==> src/hdl/alarm_unit_pkg.sv <==
package alarm_unit_pkg;
    // ==================================================================
    // Sizes
    localparam int NUM_ALARMS   = 4;
    localparam int VALUE_W      = 16;
    localparam int TIME_W       = 13;
    localparam int FUNC_W       = 3;
    localparam int SEG_W        = 4;
    // ==================================================================
    // Timing
    localparam int CLK_HZ       = 40_000_000;
    localparam int SECOND_CYC   = CLK_HZ;
    localparam logic [TIME_W-1:0] TIME_MAX = 13'h1964; // 6500 s
    // ==================================================================
    // Alarm functions
    localparam logic [FUNC_W-1:0] FN_OFF        = 3'h0;
    localparam logic [FUNC_W-1:0] FN_INPUT_FLT  = 3'h1;
    localparam logic [FUNC_W-1:0] FN_SEGMENT    = 3'h2;
    localparam logic [FUNC_W-1:0] FN_ABS_LOW    = 3'h3;
    localparam logic [FUNC_W-1:0] FN_ABS_HIGH   = 3'h4;
    localparam logic [FUNC_W-1:0] FN_DEV_BAND   = 3'h5;
    localparam logic [FUNC_W-1:0] FN_DEV_LOW    = 3'h6;
    localparam logic [FUNC_W-1:0] FN_DEV_HIGH   = 3'h7;
    // ==================================================================
    // Register offsets (APB byte addresses)
    localparam logic [7:0] REG_CTRL      = 8'h00;
    localparam logic [7:0] REG_STATUS    = 8'h04;
    localparam logic [7:0] REG_SETPOINT  = 8'h08;
    localparam logic [7:0] REG_CFG_BASE  = 8'h10;
    localparam logic [7:0] REG_THR_BASE  = 8'h20;
    localparam logic [7:0] REG_TIME_BASE = 8'h30;
    // CFG field positions: func[2:0], blocking[3], event segment mask[31:16]
    localparam int CFG_BLOCK_BIT = 3;
    localparam int CFG_SEG_LSB   = 16;
    // TIME fields: on_time[12:0], off_or_delay_time[28:16]
    localparam int TIME_OFF_LSB  = 16;
    localparam logic [31:0] CTRL_RESET = 32'h0000_0000;
endpackage

==> src/hdl/process_alarm_unit.sv <==
// How it works
// - Four alarm channels, each with own function, threshold, timers and output.
// - Each alarm compares against its own threshold or deviation value.
// - Function off never asserts the alarm or its output.
// - Input fault alarm asserts on interrupted, out-of-range or shorted sensor.
// - Segment event alarm asserts while a program segment enabled for it runs.
// - Absolute low asserts while process value is below threshold.
// - Absolute high asserts while process value is above threshold.
// - Band with positive deviation asserts outside setpoint plus/minus deviation.
// - Band with negative deviation asserts inside that band.
// - Deviation low asserts below setpoint minus signed deviation.
// - Deviation high asserts above setpoint plus signed deviation.
// - Two timers shape output: follow, delayed on, or repetitive pulses.
// - On time only: one pulse of on time at the alarm event.
// - Lamps show the recognised condition, not the timed output.
// - Blocking hides a condition present at start-up or after run falls.
// - Blocked alarm recognised only after condition goes inactive then active.
// - Blocking never applies to the input fault function.
// - Run input open forces all control and alarm outputs off.
`timescale 1ns/100ps
`default_nettype none
module process_alarm_unit #(
    parameter int SECOND_CYCLES = alarm_unit_pkg::SECOND_CYC
) (
    input  wire logic                                   pclk,
    input  wire logic                                   presetn,
    input  wire logic                                   psel,
    input  wire logic                                   penable,
    input  wire logic                                   pwrite,
    input  wire logic [7:0]                             paddr,
    input  wire logic [31:0]                            pwdata,
    output logic      [31:0]                            prdata,
    output logic                                        pready,
    output logic                                        pslverr,
    input  wire logic signed [alarm_unit_pkg::VALUE_W-1:0] process_value,
    input  wire logic                                   sample_valid,
    input  wire logic                                   sensor_open,
    input  wire logic                                   sensor_range,
    input  wire logic                                   sensor_short,
    input  wire logic                                   program_running,
    input  wire logic [alarm_unit_pkg::SEG_W-1:0]       program_segment,
    input  wire logic                                   run_pin,
    input  wire logic                                   control_request,
    output logic                                        control_out,
    output logic [alarm_unit_pkg::NUM_ALARMS-1:0]       alarm_out,
    output logic [alarm_unit_pkg::NUM_ALARMS-1:0]       alarm_lamp
);
    import alarm_unit_pkg::*;

    // ==================================================================
    // Pin synchronisers
    logic [1:0] run_sync_r;
    logic [2:0] flt_meta_r;
    logic [2:0] flt_sync_r;
    always_ff @(posedge pclk or negedge presetn) begin
        if (!presetn) begin
            run_sync_r <= 2'h0;
            flt_meta_r <= 3'h0;
            flt_sync_r <= 3'h0;
        end else begin
            run_sync_r <= {run_sync_r[0], run_pin};
            flt_meta_r <= {sensor_open, sensor_range, sensor_short};
            flt_sync_r <= flt_meta_r;
        end
    end
    wire logic run_ok = run_sync_r[1];
    logic      run_d_r;
    wire logic input_fault = |flt_sync_r;

    // ==================================================================
    // Register file
    logic                      run_use_r;
    logic signed [VALUE_W-1:0] setpoint_r;
    logic [31:0]               cfg_r     [NUM_ALARMS];
    logic signed [VALUE_W-1:0] thr_r     [NUM_ALARMS];
    logic [TIME_W-1:0]         on_t_r    [NUM_ALARMS];
    logic [TIME_W-1:0]         off_t_r   [NUM_ALARMS];
    logic [NUM_ALARMS-1:0]     cond_r;
    logic [NUM_ALARMS-1:0]     recog;

    wire logic wr_en = psel && penable && pwrite;
    wire logic [1:0] idx = paddr[3:2];
    wire logic time_wr = wr_en && paddr[7:4] == REG_TIME_BASE[7:4];

    function automatic logic [TIME_W-1:0] clamp_t(input logic [15:0] v);
        clamp_t = (v > 16'(TIME_MAX)) ? TIME_MAX : v[TIME_W-1:0];
    endfunction

    always_ff @(posedge pclk or negedge presetn) begin
        if (!presetn) begin
            run_use_r  <= 1'b0;
            setpoint_r <= '0;
            for (int i = 0; i < NUM_ALARMS; i++) begin
                cfg_r[i]   <= '0;
                thr_r[i]   <= '0;
                on_t_r[i]  <= '0;
                off_t_r[i] <= '0;
            end
        end else if (wr_en) begin
            if (paddr == REG_CTRL) begin
                run_use_r <= pwdata[0];
            end else if (paddr == REG_SETPOINT) begin
                setpoint_r <= pwdata[VALUE_W-1:0];
            end else if (paddr[7:4] == REG_CFG_BASE[7:4]) begin
                cfg_r[idx] <= pwdata;
            end else if (paddr[7:4] == REG_THR_BASE[7:4]) begin
                thr_r[idx] <= pwdata[VALUE_W-1:0];
            end else if (paddr[7:4] == REG_TIME_BASE[7:4]) begin
                on_t_r[idx]  <= clamp_t(pwdata[15:0]);
                off_t_r[idx] <= clamp_t(pwdata[TIME_OFF_LSB +: 16]);
            end
        end
    end

    logic [31:0] rd_nxt;
    logic        err_nxt;
    always_comb begin
        rd_nxt  = 32'h0000_0000;
        err_nxt = 1'b0;
        if (paddr == REG_CTRL) begin
            rd_nxt = {31'h0, run_use_r};
        end else if (paddr == REG_STATUS) begin
            rd_nxt = {16'h0, 4'h0, alarm_out, recog, cond_r};
            rd_nxt[31] = run_ok;
        end else if (paddr == REG_SETPOINT) begin
            rd_nxt = 32'(setpoint_r);
        end else if (paddr[7:4] == REG_CFG_BASE[7:4]) begin
            rd_nxt = cfg_r[idx];
        end else if (paddr[7:4] == REG_THR_BASE[7:4]) begin
            rd_nxt = 32'(thr_r[idx]);
        end else if (paddr[7:4] == REG_TIME_BASE[7:4]) begin
            rd_nxt = {3'h0, off_t_r[idx], 3'h0, on_t_r[idx]};
        end else begin
            err_nxt = 1'b1;
        end
    end

    // Zero-wait slave: pready is a flop so outputs stay registered
    always_ff @(posedge pclk or negedge presetn) begin
        if (!presetn) begin
            prdata  <= 32'h0000_0000;
            pready  <= 1'b0;
            pslverr <= 1'b0;
        end else begin
            pready  <= psel && !penable;
            pslverr <= psel && !penable && err_nxt;
            if (psel && !penable && !pwrite) begin
                prdata <= rd_nxt;
            end
        end
    end

    // ==================================================================
    // Condition evaluation
    wire logic outputs_on = !run_use_r || run_ok;
    wire logic run_fall   = run_use_r && run_d_r && !run_ok;

    // One-second tick shared by all timers
    logic [31:0] sec_cnt_r;
    logic        sec_tick;
    always_ff @(posedge pclk or negedge presetn) begin
        if (!presetn) begin
            sec_cnt_r <= '0;
            run_d_r   <= 1'b0;
        end else begin
            run_d_r   <= run_ok;
            sec_cnt_r <= (sec_cnt_r >= 32'(SECOND_CYCLES - 1)) ? 32'h0 : sec_cnt_r + 32'h1;
        end
    end
    assign sec_tick = (sec_cnt_r == 32'(SECOND_CYCLES - 1));

    logic [NUM_ALARMS-1:0] cond_nxt;
    logic [NUM_ALARMS-1:0] blocked_r;
    logic                  first_r;
    always_comb begin
        logic signed [VALUE_W+1:0] pv;
        logic signed [VALUE_W+1:0] sp;
        logic signed [VALUE_W+1:0] th;
        logic signed [VALUE_W+1:0] mag;
        pv  = '0;
        sp  = '0;
        th  = '0;
        mag = '0;
        cond_nxt = '0;
        for (int i = 0; i < NUM_ALARMS; i++) begin
            pv  = (VALUE_W+2)'(process_value);
            sp  = (VALUE_W+2)'(setpoint_r);
            th  = (VALUE_W+2)'(thr_r[i]);
            mag = (th < 0) ? -th : th;
            case (cfg_r[i][FUNC_W-1:0])
                FN_OFF:       cond_nxt[i] = 1'b0;
                FN_INPUT_FLT: cond_nxt[i] = input_fault;
                FN_SEGMENT:   cond_nxt[i] = program_running
                                  && cfg_r[i][CFG_SEG_LSB + 32'(program_segment)];
                FN_ABS_LOW:   cond_nxt[i] = pv < th;
                FN_ABS_HIGH:  cond_nxt[i] = pv > th;
                FN_DEV_BAND:  begin
                    if (th >= 0) begin
                        cond_nxt[i] = (pv < sp - mag) || (pv > sp + mag);
                    end else begin
                        cond_nxt[i] = (pv > sp - mag) && (pv < sp + mag);
                    end
                end
                FN_DEV_LOW:   cond_nxt[i] = pv < sp - th;
                FN_DEV_HIGH:  cond_nxt[i] = pv > sp + th;
                default:      cond_nxt[i] = 1'b0;
            endcase
        end
    end

    // Condition sampled only on sample updates
    always_ff @(posedge pclk or negedge presetn) begin
        if (!presetn) begin
            cond_r  <= '0;
            first_r <= 1'b1;
        end else if (sample_valid) begin
            cond_r  <= cond_nxt;
            first_r <= 1'b0;
        end
    end

    // Blocking: armed at start-up and on run falling, freed once inactive
    always_ff @(posedge pclk or negedge presetn) begin
        if (!presetn) begin
            blocked_r <= '0;
        end else begin
            for (int i = 0; i < NUM_ALARMS; i++) begin
                if (!cfg_r[i][CFG_BLOCK_BIT]
                    || cfg_r[i][FUNC_W-1:0] == FN_INPUT_FLT) begin
                    blocked_r[i] <= 1'b0;
                end else if ((first_r && sample_valid && cond_nxt[i])
                             || (run_fall && cond_r[i])) begin
                    blocked_r[i] <= 1'b1;
                end else if (!cond_r[i]) begin
                    blocked_r[i] <= 1'b0;
                end
            end
        end
    end
    assign recog = cond_r & ~blocked_r;

    // ==================================================================
    // Output timers
    typedef enum logic [3:0] {
        T_IDLE  = 4'b0001,
        T_ON    = 4'b0010,
        T_OFF   = 4'b0100,
        T_DONE  = 4'b1000
    } tmr_e;
    tmr_e              st_r  [NUM_ALARMS];
    logic [TIME_W-1:0] cnt_r [NUM_ALARMS];
    logic [NUM_ALARMS-1:0] drive;

    always_ff @(posedge pclk or negedge presetn) begin
        if (!presetn) begin
            for (int i = 0; i < NUM_ALARMS; i++) begin
                st_r[i]  <= T_IDLE;
                cnt_r[i] <= '0;
            end
        end else begin
            for (int i = 0; i < NUM_ALARMS; i++) begin
                // Retime restarts timing, so a finished delay cannot switch on at once
                if (!recog[i] || (time_wr && idx == 2'(i))) begin
                    st_r[i]  <= T_IDLE;
                    cnt_r[i] <= '0;
                end else begin
                    case (st_r[i])
                        T_IDLE: begin
                            if (on_t_r[i] != '0) begin
                                st_r[i]  <= T_ON;
                                cnt_r[i] <= on_t_r[i];
                            end else if (off_t_r[i] != '0) begin
                                st_r[i]  <= T_OFF;
                                cnt_r[i] <= off_t_r[i];
                            end
                        end
                        T_ON: begin
                            if (sec_tick) begin
                                if (cnt_r[i] > 13'h0001) begin
                                    cnt_r[i] <= cnt_r[i] - 13'h0001;
                                end else if (off_t_r[i] != '0) begin
                                    st_r[i]  <= T_OFF;
                                    cnt_r[i] <= off_t_r[i];
                                end else begin
                                    st_r[i]  <= T_DONE;
                                end
                            end
                        end
                        T_OFF: begin
                            if (sec_tick) begin
                                if (cnt_r[i] > 13'h0001) begin
                                    cnt_r[i] <= cnt_r[i] - 13'h0001;
                                end else if (on_t_r[i] != '0) begin
                                    st_r[i]  <= T_ON;
                                    cnt_r[i] <= on_t_r[i];
                                end else begin
                                    st_r[i]  <= T_DONE;
                                end
                            end
                        end
                        T_DONE:  st_r[i] <= T_DONE;
                        default: st_r[i] <= T_IDLE;
                    endcase
                end
            end
        end
    end

    // Delay mode holds on in T_DONE; single pulse mode stays off there
    always_comb begin
        for (int i = 0; i < NUM_ALARMS; i++) begin
            if (on_t_r[i] == '0 && off_t_r[i] == '0) begin
                drive[i] = recog[i];
            end else if (on_t_r[i] == '0) begin
                drive[i] = recog[i] && st_r[i] == T_DONE;
            end else begin
                drive[i] = recog[i] && st_r[i] == T_ON;
            end
        end
    end

    always_ff @(posedge pclk or negedge presetn) begin
        if (!presetn) begin
            alarm_out   <= '0;
            alarm_lamp  <= '0;
            control_out <= 1'b0;
        end else begin
            alarm_out   <= outputs_on ? drive : '0;
            alarm_lamp  <= recog;
            control_out <= outputs_on && control_request;
        end
    end
endmodule
`default_nettype wire

==> config.mk <==
export PLATFORM = sky130hd
export DESIGN_NAME = process_alarm_unit
export DESIGN_NICKNAME = d
export VERILOG_FILES = /design/src/hdl/alarm_unit_pkg.sv /design/src/hdl/process_alarm_unit.sv
export SDC_FILE = /design/constraint.sdc
export NUM_CORES = 2
export LEC_CHECK = 0
export BUFFER_PORTS_ARGS = -buffer_cell sky130_fd_sc_hd__buf_2
export CAP_MARGIN = 0
export CORE_MARGIN = 8
export CORE_UTILIZATION = 39
export DETAILED_ROUTE_END_ITERATION = 8
export PLACE_DENSITY = 0.54
export SLEW_MARGIN = 20
export SYNTH_ARGS = -nofsm -noshare
export SYNTH_HDL_FRONTEND = slang
export SYNTH_SLANG_ARGS = --single-unit
export TNS_END_PERCENT = 100
==> constraint.sdc <==
create_clock -name pclk -period 8.75 [get_ports pclk]
set_input_delay 1.75 -clock pclk [delete_from_list [all_inputs] [get_ports pclk]]
set_output_delay 1.75 -clock pclk [all_outputs]
set_load 0.005 [all_outputs]
==> impl_results.md <==
* Pin count of the biggest net entering global routing at around 150
* Starting DRC count in detailed routing at approximately 3700
* PwrDens at roughly 170 nW/um^2
* # port buffers at 114
* CTS-repair resized insts at 0
* First-pass GRT wire length at around 250000 um
* Fill cells at about 11000
* Max-cap violation count at 0
* Slowest Stage Delay on Critical Path at approximately 640 ps
* Netlist Area Pre-Place at roughly 45000 um^2
* Ys flop type: dfrtp_1
* Nets at approximately 6000
* DR DRC count at 0
* Seq cells post-synth at roughly 470
* CORE AREA at around 120000 um^2
* Synth Area per Inst at around 8.6 um^2
* Worst slew margin at 26.4%
* Sink Count at 474
* Pre-Repair DR Iteration Count at 6
* Initial antenna violation count at 16
* CTS Buf Count at between 50 and 60
* Number of synthesized flops with an enable pin at 0
* Drt wl/cell at roughly 25 um
* Final setup TNS at 0 ps
* Crit path DAT at between 6000 and 7000 ps
* RSZ-0062 raised after global routing: no
* Cts hold-fix bufs at 0
* Via count at 41000
* CTS tree: yes
* Critical path's slowest cell: nor4_1
* Overall die height at 357 um
* HPWL after DPL at around 130000 um
* Routed length on met1 at about 79000 um
* Crit Path Category: register to register
* Critical path peak fanout at 7
* VDD IR-drop max at 0.000170 V
* Total die area at approximately 130000 um^2
* Placer Congestion at between 0.9 and 1
* Final Max Tran Viols at 0
* Met3 Wirelength at 15000 um
* # IOs at about 120
* Area delta synth->final at 9.70%
* Post-route minimum period at a little over 6000 ps
* Worst path required time at roughly 9000 ps
* Worst-Skew Late Latency at 660 ps
* Fmax at between 150 and 200 MHz
* Asr flop ratio synth at 100%
* Critical path startpoint category: register
* Storage cell area at roughly 12000 um^2
* Worst hold path class: register to register
* Worst-path clk slew at 60 ps
* Vias/cell at between 5 and 6
* Post-CTS setup buffers at 0
* Leakage at around 0.022 uW
* Drt total wl at 170000 um
* CTS Buffer Depth at 3
* Die X at about 360 um
* Footprint of the multi-input gates at between 30000 and 40000 um^2
* Clock Tree Root: clkbuf_16
* Crit end category: register
* Post-layout util at 43.0%
* Hold Violations, Final at 0
* GR Overflow Total at 0
* Actual slew at the worst max-slew pin at roughly 1100 ps
* Num rows at ~130
* Status: finished clean
* Synth cell types at 85
* Met2 wire len at roughly 71000 um
* Syn Inst Count at roughly 5300
* Highest Signal Layer: met5
* H-Tree Depth at 2
* Ys Warns at 0
* Share of layout cells above drive strength 1 at between 10% and 20%
* Fin Clk Skew at 48.0 ps
* Seq/Total Area, Yosys at a little over a quarter
* Initial Utilization at 39.2%
* Number of routed nets with antenna violations at 0
* Vias in the first global route at around 40000
* Gr usage total at ~26%
* Setup violations, final at 0
* Hold Slack at around 350 ps
* Crit-path cells: inv_1, ha_1, nand2_1, o41ai_1, xnor2_1, ha_1, a21o_1, o311ai_0, a21oi_1, a211oi_1, a21oi_1, a21oi_1, o21bai_1, xnor2_1, ha_1, nand2_1, nor3_1, nor2_1, a31oi_1, mux2_2, nand3_1, nand4_1, nor4_1, a21oi_1
* CP most frequent cell: a21oi_1
* Period utilization at between 70% and 80%
-- worst paths after layout --
check | from | to | slack [ps] | cells after the start
max | thr_r[33]$_DFFE_PN0P_ | blocked_r[1]$_DFFE_PN0P_ | 2550 | 24
min | flt_meta_r[0]$_DFF_PN0_ | flt_sync_r[0]$_DFF_PN0_ | 350 | 0
max reg2reg | thr_r[33]$_DFFE_PN0P_ | blocked_r[1]$_DFFE_PN0P_ | 2550 | 24
min reg2reg | flt_meta_r[0]$_DFF_PN0_ | flt_sync_r[0]$_DFF_PN0_ | 350 | 0
max in group asynchronous | presetn | cfg_r[117]$_DFFE_PN0P_ | 5870 | 3
min in group asynchronous | presetn | alarm_lamp[0]$_DFF_PN0_ | 1050 | 1
-- metal layers --
| layer | vias to the layer above | global-route usage (%) |
|---|---|---|
| met5 | - | 0 |
| met4 | 10 | 7.31 |
| met3 | 256 | 5.93 |
| met2 | 1452 | 38.5 |
| met1 | 20100 | 37.3 |
| li1 | 19200 | - |
-- cell usage in the layout (no fill, tap or decap), drive strengths merged, types with 14 or more instances in the layout --
cell / n
ha: 621
nand2: 483
dfrtp: 469
o21ai: 450
a21oi: 419
nor2: 410
inv: 306
xnor2: 231
buf: 187
mux2: 178
nor3: 126
xor2: 108
nand3: 92
mux4: 90
nand4: 89
nor2b: 82
clkbuf: 82
nand2b: 75
a21o: 67
o211ai: 65
a211oi: 55
nor4: 51
a31oi: 50
and3: 37
o21bai: 36
or3: 34
o21a: 32
o31ai: 32
nand3b: 23
o221ai: 20
or2: 17
clkinv: 17
mux2i: 16
fa: 16
nor3b: 16
or4: 15
a2111oi: 14
conb: 14
-- worst max-delay path, delay by kind of cell (launching register included) --
| kind | cells | cell delay [ps] |
|---|---|---|
| compound gates | 10 | 2380 |
| xor+xnor | 2 | 350 |
| fa+ha+maj | 3 | 910 |
| buf+inv | 1 | 220 |
| flops | 1 | 420 |
| mux | 1 | 370 |
| simple gates | 7 | 1360 |
-- cells in the mapped netlist, types with 12 or more instances --
library cell  instances  share of area (%)
o21bai_1             36               0.59
and3_1               37               0.51
o211ai_1             65                1.1
a21oi_1             419                4.6
o311ai_0             12               0.23
buf_1                16               0.13
nand2_1             483                4.0
a31oi_1              50               0.69
nand4_1              89                1.2
a21o_1               67                1.1
nand2b_1             74                1.0
nor3b_1              15               0.25
a211oi_1             55               0.91
or4_1                15               0.25
mux2_2              170                4.2
or2_2                17               0.23
o22ai_1              13               0.18
o31ai_1              32               0.53
clkbuf_1            221                1.8
nand3_1              92                1.0
xnor2_1             231                4.5
nand3b_1             23               0.38
mux2i_1              16               0.35
o41ai_1              13               0.25
nor3_1              125                1.4
o21a_1               32               0.53
dfrtp_1             469                 26
o21ai_0             448                4.9
a221o_1              13               0.29
inv_1               306                2.5
nor2b_1              82                1.1
xor2_1              108                2.1
nor4_1               51               0.70
nor2_1              410                3.4
a221oi_1             13               0.25
mux4_2               90                4.5
ha_1                621                 17
fa_1                 16               0.71
o221ai_1             20               0.39
a2111oi_0            14               0.27
or3_1                34               0.47
-- logic make-up after synthesis --
family / share of synthesized area, %
adders and majority gates: 17.8
buffers and inverters: 4.59
xor gates and xnor gates: 6.54
and+or+nand+nor: 16.9
other: 0.0165
AOI/OAI and AO/OA: 18.8
muxes: 9.23
DFF: 26.1
-- where the power goes --
group          leakage [uW]  internal (uW)  total, uW  switching (uW)
sequential          0.00624           2350       2650             293
clock               0.00102           1570       2610            1040
combinational        0.0151           1350       3430            2080
total                0.0223           5270       8690            3410
-- flip-flops by register name, indices dropped and copies added (netlist names), 16 cells and up --
| signal | count |
|---|---|
| prdata | 32 |
| thr_r | 64 |
| cnt_r | 52 |
| off_t_r | 52 |
| sec_cnt_r | 32 |
| setpoint_r | 16 |
| st_r | 16 |
| cfg_r | 128 |
| on_t_r | 52 |
-- area by class of cell --
cell class | count | share of cell area (%)
Tap cell | 1524 | 3.83
Clock buffer | 82 | 3.35
Multi-Input combinational cell | 4271 | 63.5
Clock inverter | 25 | 0.816
Inverter | 307 | 2.31
Sequential cell | 474 | 23.8
Antenna cell | 5 | 0.0251
Timing Repair Buffer | 187 | 2.35
-- through the flow --
step / cell area, um^2 / power [uW] / setup slack (ps) / cells
6_report: 49800 / 8690 / 2550 / 6875
4_1_cts: 49800 / 8690 / 2630 / 6870
2_1_floorplan: 45500 / 5040 / 3500 / 5295
5_1_grt: 49800 / 9240 / 2010 / 6870
3_5_place_dp: 47700 / 6050 / 2640 / 6763
3_3_place_gp: 47700 / 6030 / 2750 / 6762
(Power assumes the default switching activity.)
